File: src/pas_defs.svh
/*
 * Shared constants for the strap-address loader: register offsets, field positions, reset values, timing.
 * Assumes inclusion by bare name from the package and the design files.
 */
`ifndef PAS_DEFS_SVH
`define PAS_DEFS_SVH

// register space
`define PAS_REG_ADDR_W 5
`define PAS_DATA_W 16
`define PAS_PHY_ADDR_W 5
`define PAS_REG_BASIC_CONTROL 5'h00
`define PAS_REG_PHY_CONTROL 5'h19

// field positions
`define PAS_BASIC_CONTROL_REGISTER_ISOLATE_BIT 10
`define PAS_CTRL_STRAP_LSB 0
`define PAS_CTRL_STRAP_MSB 4
`define PAS_CTRL_RW_LSB 5
`define PAS_CTRL_RW_MSB 15

// reset values
`define PAS_BASIC_CONTROL_REGISTER_RESET 16'h0000
`define PAS_CTRL_RW_RESET 11'h000
`define PAS_ISOLATE_ADDR 5'h00
`define PAS_READ_UNMAPPED 16'h0000

// management frame
`define PAS_OP_READ 2'h2
`define PAS_OP_WRITE 2'h1
`define PAS_HDR_W 12
`define PAS_HDR_LAST 4'hb
`define PAS_DATA_LAST 4'hf
`define PAS_TA_LAST 4'h1
`define PAS_PREAMBLE_ONES 6'h20
`define PAS_CNT_ONE 4'h1
`define PAS_ONES_ONE 6'h01
`define PAS_ONES_W 6
`define PAS_CNT_W 4
`define PAS_HDR_OP_MSB 11
`define PAS_HDR_OP_LSB 10
`define PAS_HDR_PHY_MSB 9
`define PAS_HDR_PHY_LSB 5
`define PAS_HDR_REG_MSB 4
`define PAS_HDR_REG_LSB 0

// timing: straps must have crossed the synchroniser before they are frozen
`define PAS_CLK_PERIOD_NS 8
`define PAS_STRAP_SETTLE_NS 32
`define PAS_STRAP_SETTLE_CYC ((`PAS_STRAP_SETTLE_NS + `PAS_CLK_PERIOD_NS - 1) / `PAS_CLK_PERIOD_NS)
`define PAS_SETTLE_W 4
`define PAS_PIN_W 8

`endif

File: src/pas_pkg.sv
/*
 * Types of the strap-address loader: frame states, init states, pin bundle.
 * Assumes pas_defs.svh is on the include path.
 */
`include "pas_defs.svh"

package pas_pkg;

  typedef enum logic [2:0] {
    PAS_MF_IDLE = 3'h0,
    PAS_MF_START = 3'h1,
    PAS_MF_HDR = 3'h2,
    PAS_MF_TA = 3'h3,
    PAS_MF_DATA = 3'h4
  } pas_frame_st_t;

  typedef enum logic [0:0] {
    PAS_INIT_HOLD = 1'h0,
    PAS_INIT_RUN = 1'h1
  } pas_init_st_t;

  typedef struct packed {
    logic hw_reset;
    logic mdc;
    logic mdio;
    logic [`PAS_PHY_ADDR_W-1:0] strap;
  } pas_pins_t;

endpackage

File: src/pas_pin_sync.sv
/*
 * Four-flop input filter for pins from outside the core clock domain.
 * Assumes one free-running clock; the output changes only once stages two and three agree.
 */
`timescale 1ns/1ns

module pas_pin_sync #(
  parameter int WIDTH = 1
) (
  // clock and reset
  input wire logic clk,
  input wire logic rst_n,
  // pins
  input wire logic [WIDTH-1:0] pin_in,
  output logic [WIDTH-1:0] pin_out
);

  genvar i;
  generate
    for (i = 0; i < WIDTH; i++) begin : g_bit
      logic s1_reg;
      logic s2_reg;
      logic s3_reg;
      logic out_reg;
      wire agree = (s2_reg == s3_reg);
      // s1 feeds only s2, so a metastable first stage never reaches logic
      always_ff @(posedge clk or negedge rst_n) begin
        if (!rst_n) begin
          s1_reg <= 1'b0;
          s2_reg <= 1'b0;
          s3_reg <= 1'b0;
          out_reg <= 1'b0;
        end else begin
          s1_reg <= pin_in[i];
          s2_reg <= s1_reg;
          s3_reg <= s2_reg;
          if (agree) begin
            out_reg <= s3_reg;
          end
        end
      end
      assign pin_out[i] = out_reg;
    end
  endgenerate

endmodule

File: src/phy_address_strap_reset.sv
/*
 * Strap-address loader with hardware reset handling and a serial management slave.
 * Assumes straps are static board resistors and management runs well below the core clock.
 */
// How it works
// - five strap pins give the management address, any of 32 values
// - an all-zero strap address puts the device into isolation
// - strap pin n is captured into control register bit n during reset
// - reset pin is active high and starts full reinitialisation
// - hardware reset returns every register bit to its default
// - hardware reset re-samples the straps instead of keeping old values
// - two 16-bit registers (basic control, PHY control) in a 32-address space, reachable over the serial management pins
// - isolate bit set at reset when strap address is zero, else cleared
// - an all-zero address still answers management frames addressed to it
`timescale 1ns/1ns
`include "pas_defs.svh"

module phy_address_strap_reset (
  // clock and reset
  input wire logic CORE_CLK,
  input wire logic RSTN,
  // pins
  input wire logic RESET,
  input wire logic [`PAS_PHY_ADDR_W-1:0] STRAP_ADDRESS_PINS,
  input wire logic MDC,
  input wire logic MDIO_IN,
  output logic MDIO_OUT,
  output logic MDIO_OE,
  // status
  output logic [`PAS_PHY_ADDR_W-1:0] PHY_ADDRESS,
  output logic ISOLATE,
  output logic INIT_DONE
);

  pas_pkg::pas_pins_t pins_raw;
  pas_pkg::pas_pins_t pins;

  assign pins_raw = '{hw_reset: RESET, mdc: MDC, mdio: MDIO_IN, strap: STRAP_ADDRESS_PINS};

  pas_pin_sync #(
    .WIDTH(`PAS_PIN_W)
  ) u_sync (
    .clk(CORE_CLK),
    .rst_n(RSTN),
    .pin_in(pins_raw),
    .pin_out(pins)
  );

  // init sequencing
  pas_pkg::pas_init_st_t init_reg, init_next;
  logic [`PAS_SETTLE_W-1:0] settle_reg;
  logic [`PAS_SETTLE_W-1:0] settle_next;
  wire hw_reset = pins.hw_reset;
  wire settle_done = (settle_reg == `PAS_SETTLE_W'(`PAS_STRAP_SETTLE_CYC));
  wire holding = (init_reg == pas_pkg::PAS_INIT_HOLD);

  always_comb begin
    init_next = init_reg;
    settle_next = settle_reg;
    if (hw_reset) begin
      init_next = pas_pkg::PAS_INIT_HOLD;
      settle_next = '0;
    end else if (holding) begin
      if (settle_done) begin
        init_next = pas_pkg::PAS_INIT_RUN;
      end else begin
        settle_next = settle_reg + `PAS_CNT_ONE;
      end
    end
  end

  always_ff @(posedge CORE_CLK or negedge RSTN) begin
    if (!RSTN) begin
      init_reg <= pas_pkg::PAS_INIT_HOLD;
      settle_reg <= '0;
    end else begin
      init_reg <= init_next;
      settle_reg <= settle_next;
    end
  end

  // registers
  logic [`PAS_PHY_ADDR_W-1:0] strap_reg;
  logic [`PAS_DATA_W-1:0] basic_control_register_reg;
  logic [`PAS_CTRL_RW_MSB:`PAS_CTRL_RW_LSB] ctrl_rw_reg;
  logic wr_commit;
  logic [`PAS_REG_ADDR_W-1:0] wr_addr;
  logic [`PAS_DATA_W-1:0] wr_data;

  wire strap_zero = (pins.strap == `PAS_ISOLATE_ADDR);
  wire [`PAS_DATA_W-1:0] basic_control_register_default = `PAS_BASIC_CONTROL_REGISTER_RESET | (`PAS_DATA_W'(strap_zero) << `PAS_BASIC_CONTROL_REGISTER_ISOLATE_BIT);
  wire wr_basic_control_register = wr_commit && (wr_addr == `PAS_REG_BASIC_CONTROL);
  wire wr_ctrl = wr_commit && (wr_addr == `PAS_REG_PHY_CONTROL);

  // straps are re-captured every cycle while held, so the last settled level wins
  always_ff @(posedge CORE_CLK or negedge RSTN) begin
    if (!RSTN) begin
      strap_reg <= '0;
      basic_control_register_reg <= `PAS_BASIC_CONTROL_REGISTER_RESET;
      ctrl_rw_reg <= `PAS_CTRL_RW_RESET;
    end else if (holding) begin
      strap_reg <= pins.strap;
      basic_control_register_reg <= basic_control_register_default;
      ctrl_rw_reg <= `PAS_CTRL_RW_RESET;
    end else begin
      if (wr_basic_control_register) begin
        basic_control_register_reg <= wr_data;
      end
      if (wr_ctrl) begin
        ctrl_rw_reg <= wr_data[`PAS_CTRL_RW_MSB:`PAS_CTRL_RW_LSB];
      end
    end
  end

  // unmapped addresses of the 32-entry space read as zero
  function automatic logic [`PAS_DATA_W-1:0] reg_read(input logic [`PAS_REG_ADDR_W-1:0] addr);
    logic [`PAS_DATA_W-1:0] val;
    val = `PAS_READ_UNMAPPED;
    if (addr == `PAS_REG_BASIC_CONTROL) begin
      val = basic_control_register_reg;
    end else if (addr == `PAS_REG_PHY_CONTROL) begin
      val = {ctrl_rw_reg, strap_reg};
    end
    return val;
  endfunction

  // management frame slave
  pas_pkg::pas_frame_st_t mf_reg, mf_next;
  logic mdc_prev_reg;
  logic pre_seen_reg, pre_seen_next;
  logic [`PAS_ONES_W-1:0] ones_reg, ones_next;
  logic [`PAS_CNT_W-1:0] cnt_reg, cnt_next;
  logic [`PAS_HDR_W-1:0] hdr_reg, hdr_next;
  logic is_read_reg, is_read_next;
  logic [`PAS_REG_ADDR_W-1:0] ra_reg, ra_next;
  logic [`PAS_DATA_W-1:0] sh_reg, sh_next;
  logic out_reg, out_next;
  logic oe_reg, oe_next;

  wire mdc_rise = pins.mdc && !mdc_prev_reg;
  wire bit_in = pins.mdio;
  wire [`PAS_HDR_W-1:0] hdr_full = {hdr_reg[`PAS_HDR_W-2:0], bit_in};
  wire [1:0] hdr_op = hdr_full[`PAS_HDR_OP_MSB:`PAS_HDR_OP_LSB];
  wire [`PAS_PHY_ADDR_W-1:0] hdr_phy = hdr_full[`PAS_HDR_PHY_MSB:`PAS_HDR_PHY_LSB];
  wire [`PAS_REG_ADDR_W-1:0] hdr_ra = hdr_full[`PAS_HDR_REG_MSB:`PAS_HDR_REG_LSB];
  // address zero matches like any other: isolation never blocks management
  wire addr_hit = (hdr_phy == strap_reg);
  wire op_ok = (hdr_op == `PAS_OP_READ) || (hdr_op == `PAS_OP_WRITE);
  wire [`PAS_DATA_W-1:0] sh_in = {sh_reg[`PAS_DATA_W-2:0], bit_in};

  assign wr_commit = mdc_rise && (mf_reg == pas_pkg::PAS_MF_DATA) && !is_read_reg && (cnt_reg == `PAS_DATA_LAST);
  assign wr_addr = ra_reg;
  assign wr_data = sh_in;

  always_comb begin
    mf_next = mf_reg;
    pre_seen_next = pre_seen_reg;
    ones_next = ones_reg;
    cnt_next = cnt_reg;
    hdr_next = hdr_reg;
    is_read_next = is_read_reg;
    ra_next = ra_reg;
    sh_next = sh_reg;
    out_next = out_reg;
    oe_next = oe_reg;
    if (mdc_rise) begin
      ones_next = bit_in ? ((ones_reg == `PAS_PREAMBLE_ONES) ? ones_reg : ones_reg + `PAS_ONES_ONE) : '0;
      if (ones_next == `PAS_PREAMBLE_ONES) begin
        pre_seen_next = 1'b1;
      end
      unique case (mf_reg)
        pas_pkg::PAS_MF_IDLE: begin
          if (!bit_in && pre_seen_reg) begin
            mf_next = pas_pkg::PAS_MF_START;
          end
        end
        pas_pkg::PAS_MF_START: begin
          mf_next = bit_in ? pas_pkg::PAS_MF_HDR : pas_pkg::PAS_MF_IDLE;
          cnt_next = '0;
        end
        pas_pkg::PAS_MF_HDR: begin
          hdr_next = hdr_full;
          cnt_next = cnt_reg + `PAS_CNT_ONE;
          if (cnt_reg == `PAS_HDR_LAST) begin
            cnt_next = '0;
            ra_next = hdr_ra;
            is_read_next = (hdr_op == `PAS_OP_READ);
            sh_next = reg_read(hdr_ra);
            mf_next = (addr_hit && op_ok) ? pas_pkg::PAS_MF_TA : pas_pkg::PAS_MF_IDLE;
          end
        end
        pas_pkg::PAS_MF_TA: begin
          cnt_next = cnt_reg + `PAS_CNT_ONE;
          if (cnt_reg == '0 && is_read_reg) begin
            oe_next = 1'b1;
            out_next = 1'b0;
          end
          if (cnt_reg == `PAS_TA_LAST) begin
            cnt_next = '0;
            mf_next = pas_pkg::PAS_MF_DATA;
            if (is_read_reg) begin
              out_next = sh_reg[`PAS_DATA_W-1];
              sh_next = {sh_reg[`PAS_DATA_W-2:0], 1'b0};
            end
          end
        end
        pas_pkg::PAS_MF_DATA: begin
          cnt_next = cnt_reg + `PAS_CNT_ONE;
          if (is_read_reg) begin
            out_next = sh_reg[`PAS_DATA_W-1];
            sh_next = {sh_reg[`PAS_DATA_W-2:0], 1'b0};
          end else begin
            sh_next = sh_in;
          end
          if (cnt_reg == `PAS_DATA_LAST) begin
            oe_next = 1'b0;
            out_next = 1'b0;
            cnt_next = '0;
            mf_next = pas_pkg::PAS_MF_IDLE;
          end
        end
        default: begin
          mf_next = pas_pkg::PAS_MF_IDLE;
          oe_next = 1'b0;
        end
      endcase
    end
    if (holding) begin
      // a hardware reset drops any frame in flight and asks for a fresh preamble
      mf_next = pas_pkg::PAS_MF_IDLE;
      pre_seen_next = 1'b0;
      ones_next = '0;
      oe_next = 1'b0;
      out_next = 1'b0;
    end
  end

  always_ff @(posedge CORE_CLK or negedge RSTN) begin
    if (!RSTN) begin
      mf_reg <= pas_pkg::PAS_MF_IDLE;
      mdc_prev_reg <= 1'b0;
      pre_seen_reg <= 1'b0;
      ones_reg <= '0;
      cnt_reg <= '0;
      hdr_reg <= '0;
      is_read_reg <= 1'b0;
      ra_reg <= '0;
      sh_reg <= '0;
      out_reg <= 1'b0;
      oe_reg <= 1'b0;
    end else begin
      mf_reg <= mf_next;
      mdc_prev_reg <= pins.mdc;
      pre_seen_reg <= pre_seen_next;
      ones_reg <= ones_next;
      cnt_reg <= cnt_next;
      hdr_reg <= hdr_next;
      is_read_reg <= is_read_next;
      ra_reg <= ra_next;
      sh_reg <= sh_next;
      out_reg <= out_next;
      oe_reg <= oe_next;
    end
  end

  assign MDIO_OUT = out_reg;
  assign MDIO_OE = oe_reg;
  assign PHY_ADDRESS = strap_reg;
  assign ISOLATE = basic_control_register_reg[`PAS_BASIC_CONTROL_REGISTER_ISOLATE_BIT];
  assign INIT_DONE = !holding;

endmodule

File: config.mk
export PLATFORM = sky130hd
export DESIGN_NAME = phy_address_strap_reset
export DESIGN_NICKNAME = d
export VERILOG_FILES = /design/src/pas_pkg.sv /design/src/pas_pin_sync.sv /design/src/phy_address_strap_reset.sv
export VERILOG_INCLUDE_DIRS = /design/src
export SDC_FILE = /design/constraint.sdc
export NUM_CORES = 1
export LEC_CHECK = 0
export BUFFER_PORTS_ARGS = -buffer_cell sky130_fd_sc_hd__buf_2
export CAP_MARGIN = 15
export CORE_MARGIN = 5
export CORE_UTILIZATION = 40
export DETAILED_ROUTE_END_ITERATION = 10
export PLACE_DENSITY = 0.54
export SYNTH_ARGS = -nofsm -noshare
export SYNTH_HDL_FRONTEND = slang
export SYNTH_HIERARCHICAL = 1
export SYNTH_SLANG_ARGS = --single-unit
export TNS_END_PERCENT = 20
File: constraint.sdc
create_clock -name CORE_CLK -period 2.35 [get_ports CORE_CLK]
set_input_delay 0.1175 -clock CORE_CLK [delete_from_list [all_inputs] [get_ports CORE_CLK]]
set_output_delay 0.1175 -clock CORE_CLK [all_outputs]
set_load 0.02 [all_outputs]
Word-level counts from Yosys, hierarchy flattened. Cells that the tools add are included.

Register bits after elaboration: 119. Bits in latches: 0. RAM bits: 0. Bits in read-only memories: 0. Memories kept: 0.

Add/subtract/negate cells: 3. Multiply operators: 0. Divide/modulo/power cells: 0. Magnitude comparators: 0. Eq/ne operators: 40. Shifts and indexed selects: 0. Multiplexer cells: 50. Bitwise logic cells: 0. Reductions and logical operators: 30.

Operator list (count): $mux 16 (7); $pmux 16 s3 (1); $mux 4 (6); $mux 6 (4); $mux 11 (2); $mux 1 (18); $mux 3 (6); $pmux 4 s4 (1); $logic_not 5->1 (3); $pmux 3 s5 (1); $eq 6x6->1 const B (2); $ne 2x1->1 const B (6); $ne 3x3->1 const B (4); $eq 5x5->1 const B (2); $reduce_and 5->1 (2); $logic_and 1x1->1 (9); $add 4x1->4 const B (2); $eq 1x1->1 (8); $eq 4x4->1 const B (2); $ne 2x2->1 const B (4); $reduce_and 2->1 (4); $add 6x1->6 const B (1); $eq 3x2->1 const B (2); $reduce_and 3->1 (2); other kinds (21) (24).

Longest topological paths before layout.
Word-level depth: 8. Gate-level depth with buffers: 8.

Hierarchy. The synthesis kept the hierarchy.

Modules (own cells, without submodules): phy_address_strap_reset (instances 1, cells an instance 437, area an instance 4655.7 µm², seq. area each 2177.1 µm²); pas_pin_sync (instances 1, cells an instance 48, area an instance 950.9 µm², seq. area each 800.8 µm²).

Worst setup path before layout. OpenSTA, ideal clock, no wires.

Path type: reg-to-reg. Start: register cnt_reg[1]. End: register sh_reg[11]. Library setup time: 127 ps. Arrival time: 1945 ps. Required time: 2223 ps. Slack: 278 ps. Cell stages (with the launch flop): 8. Path buffers: 1. Period minus slack after synthesis: 2072 ps. Cell sequence: dfrtp_1 inv_1 ha_1 nand4b_1 a2111o_1 a21oi_4 buf_8 mux2_1.

Longest elaborated chain between the ends: 3.

Ends and longest elaborated chain: start, declared (line phy_address_strap_reset.sv:132) `` logic [`PAS_CNT_W-1:0] cnt_reg, cnt_next; ``; start signal, assigned (line phy_address_strap_reset.sv:256) `cnt_reg <= cnt_next;`; $eq 4x1->1 (no line) or $eq 4x4->1 (tied branches); $ne 2x2->1 (no line); $reduce_and 5->1 (no line) (*); end signal, assigned (line phy_address_strap_reset.sv:260) `sh_reg <= sh_next;`; end, declared (line phy_address_strap_reset.sv:136) `` logic [`PAS_DATA_W-1:0] sh_reg, sh_next; ``.

Mark *: on every way between the ends. The rest lies on a longest branch, timed or not. A chain may end at the register's enable or synchronous reset.

Final worst setup path.
Start: register cnt_reg[1]. End: register sh_reg[12].

The elaborated chain is that of the path after synthesis.

==> impl_metrics.json <==
{
  "report.final.setup_viol": 0,
  "die_h_um": 128,
  "synth_seq_cells": 119,
  "ir_worst_vdd_v": 0.000621,
  "min_period_ns": 2.13,
  "fin_skew_ns": 0.00886,
  "maxCapViolations": 0,
  "fill_cells": 1230,
  "r2r-start": "cnt_reg[1]$_DFFE_PN0P_",
  "use_met3": 0.0477,
  "async_flop_share": 1.00,
  "grt_pass1_wl_um": 20700,
  "worst_setup_path_start_kind": "flop",
  "cp_max_fo": 16,
  "drtIter0Drc": 270,
  "track_usage": 0.160,
  "synth_top_area_frac": 0.531,
  "fp-row-count": 43,
  "place_area_mm2": 0.00590,
  "syn2layout_area_growth_pct": 17.9,
  "yosysMostFrequentCell": "dfrtp_1",
  "insertion_delay_ns": 0.42,
  "die_w_um": 128,
  "rsz0062_at_grt": "no",
  "ys_seq_area_frac": 0.531,
  "dp_cells": 663,
  "tightest_slew_ns": 0.715,
  "end_kind": "flop",
  "path_clk_slew_ns": 0.06,
  "cts.sinks": 119,
  "met1_usage": 0.207,
  "grt_max_degree": 44,
  "drv_slew": 0,
  "met2_usage": 0.251,
  "period_share": 0.906,
  "synth.area.top_cells": "dfrtp_1 (53%), mux2_2 (5.0%), mux2i_1 (3.2%)",
  "drive_gt1_frac": 0.252,
  "synth_cell_types": 63,
  "required_ns": 2.64,
  "yosys_warnings": 6,
  "grt-ovfl-total": 0,
  "r2r_cells": 7,
  "synthCells": 485,
  "drc": 0,
  "numPortBuffers": 18,
  "cts_root_buffer": "clkbuf_16",
  "leakagePower_nw": 2.97,
  "start_util": 0.405,
  "p_sw_frac": 0.242,
  "avgRoutedWirePerCell_um": 17.0,
  "cts_buffers": 17,
  "routed_wl_um": 11900,
  "hold_viol_final": 0,
  "worstPathArrival_ns": 2.42,
  "cpPeakStageDelay_ns": 0.48,
  "r2r_end": "sh_reg[12]$_DFFE_PN0P_",
  "hold_path.class": "primary input to asynchronous set/reset pin",
  "avgSynthCellArea_um2": 11.6,
  "power.internal_w": 0.00401,
  "via_count": 3883,
  "slowest_stage": "a2111o_1",
  "status": "finished clean",
  "grt_antenna_before_repair": 0,
  "syn-num-nets": 503,
  "final_core_util": 0.478,
  "synth-edff-count": 0,
  "ff2ff_setup_slack_ns": 0.22,
  "grt_pass1_vias": 4058,
  "viasPerCell": 5.52,
  "busiest_layer": "met2",
  "switching_power_w": 0.00128,
  "comb_power_share": 0.070,
  "synth_ff_type": "dfrtp_1",
  "path_class": "flop to flop",
  "drt.antenna.violating_nets": 0,
  "relSlewSlack": 0.523,
  "n_antenna_cell": 0,
  "netlist_area_mm2": 0.00561,
  "p_per_area_mw_per_mm2": 799,
  "fin_nets": 529,
  "totalNegativeSetupSlack_ns": 0,
  "max_freq_ghz": 0.470,
  "num_io_pins": 19,
  "pwr-share-clk": 0.511,
  "postLayoutCellArea_mm2": 0.00661,
  "cts_resized": 0,
  "synth_top_area_cell": "dfrtp_1",
  "synthTopCellsByCount": "dfrtp_1 (119), a21oi_1 (30), nor2_1 (27)",
  "cts_tree": "yes",
  "first_pass_iters": 4,
  "place_congestion": 0.848,
  "hpwlAfterDp_um": 7780,
  "final_cells": 704,
  "critical_path.cell_chain": "inv_1 -> ha_1 -> nand4b_1 -> a2111o_1 -> a21oi_4 -> buf_12 -> mux2_1",
  "design.core.area_mm2": 0.0138,
  "cts_htree_levels": 4,
  "die_area_mm2": 0.0165,
  "seqPwrFrac": 0.419,
  "cts_buffer_depth": 2
}
-- critical path: cells and delay by family (launching register included) --
| family | cells | cell delay [ns] |
|---|---|---|
| buf+inv | 2 | 0.27 |
| fa+ha+maj | 1 | 0.21 |
| flops | 1 | 0.41 |
| compound gates | 2 | 0.67 |
| simple gates | 1 | 0.11 |
| mux | 1 | 0.34 |
-- power by group through the flow --
stage | combinational, W | clock [W] | sequential, W
after global placement | 0.000361 | 0 | 0.00225
after floorplan | 0.000219 | 0 | 0.00224
final | 0.000371 | 0.00270 | 0.00221
after detailed placement | 0.000367 | 0 | 0.00225
after global routing | 0.000417 | 0.00285 | 0.00223
after CTS | 0.000379 | 0.00276 | 0.00222
-- stage by stage --
| stage | hold WS, ns | setup WS [ns] | total power [W] |
|---|---|---|---|
| floorplan | -0.178 | 0.278 | 0.00246 |
| global placement | 0.0899 | 0.264 | 0.00261 |
| detailed placement | 0.0949 | 0.237 | 0.00262 |
| CTS | 0.185 | 0.215 | 0.00536 |
| global route | 0.228 | 0.121 | 0.00549 |
| finish | 0.191 | 0.220 | 0.00528 |
-- cell type report --
cell class              count  area [um2]  share of cell area
inverters                  15        56.3             0.00852
repair buffers             47         370              0.0560
well taps                 180         225              0.0341
multi-input cells         311        2360               0.357
clock buffers              19         453              0.0685
flip-flops and latches    119        2980               0.451
clock inverters            13         170              0.0257
-- placed cells by master, fill, tap and decap left out, types with 7 or more instances in the layout --
master           n
a22o_1          17
a31oi_1         12
ha_1             8
nand4_1         13
nand3_1         22
clkbuf_16       17
o21ai_0         11
dfrtp_1        119
a21oi_1         30
buf_4           18
dlygate4sd3_1    9
or4b_2           9
buf_2           17
mux2i_1         18
nand2_1         15
nor2_1          27
maj3_2           8
nor3_1           7
mux2_4          10
inv_1           14
mux2_2          25
-- routing by layer --
metal  up-vias  wire, um
li1       1823         -
met1      1972      5630
met2        68      5660
met3        20       418
met4         0       230
met5         -         0
-- logic make-up (layout without fill, tap and decap cells) --
group | after synthesis | in the layout | synth area share
adder cells (fa/ha/maj) | 16 | 16 | 0.0339
buffers and inverters | 55 | 94 | 0.0484
AO/OA/AOI/OAI | 95 | 95 | 0.116
multiplexers | 58 | 58 | 0.119
XOR/XNOR | 6 | 6 | 0.00937
AND/OR/NAND/NOR | 136 | 136 | 0.142
flip-flops | 119 | 119 | 0.531
-- how the worst max path moves through the flow --
stage	from	end	slack (ns)	cells past startpoint
final	cnt_reg[1]$_DFFE_PN0P_	sh_reg[12]$_DFFE_PN0P_	0.22	7
after global routing	mf_reg[0]$_DFFE_PN0P_	sh_reg[13]$_DFFE_PN0P_	0.12	5
after CTS	cnt_reg[1]$_DFFE_PN0P_	sh_reg[12]$_DFFE_PN0P_	0.22	7
after detailed placement	cnt_reg[1]$_DFFE_PN0P_	sh_reg[2]$_DFFE_PN0P_	0.24	7
after global placement	cnt_reg[1]$_DFFE_PN0P_	sh_reg[2]$_DFFE_PN0P_	0.26	7
after floorplan	cnt_reg[1]$_DFFE_PN0P_	sh_reg[11]$_DFFE_PN0P_	0.28	7
-- timing repair --
item                                   in CTS  in global routing
setup endpoints to repair                   0                  0
hold buffers                                9                  0
endpoints found under the hold margin      37                  0
setup buffers                               0                  0
Power figures use the tool's default switching activity.
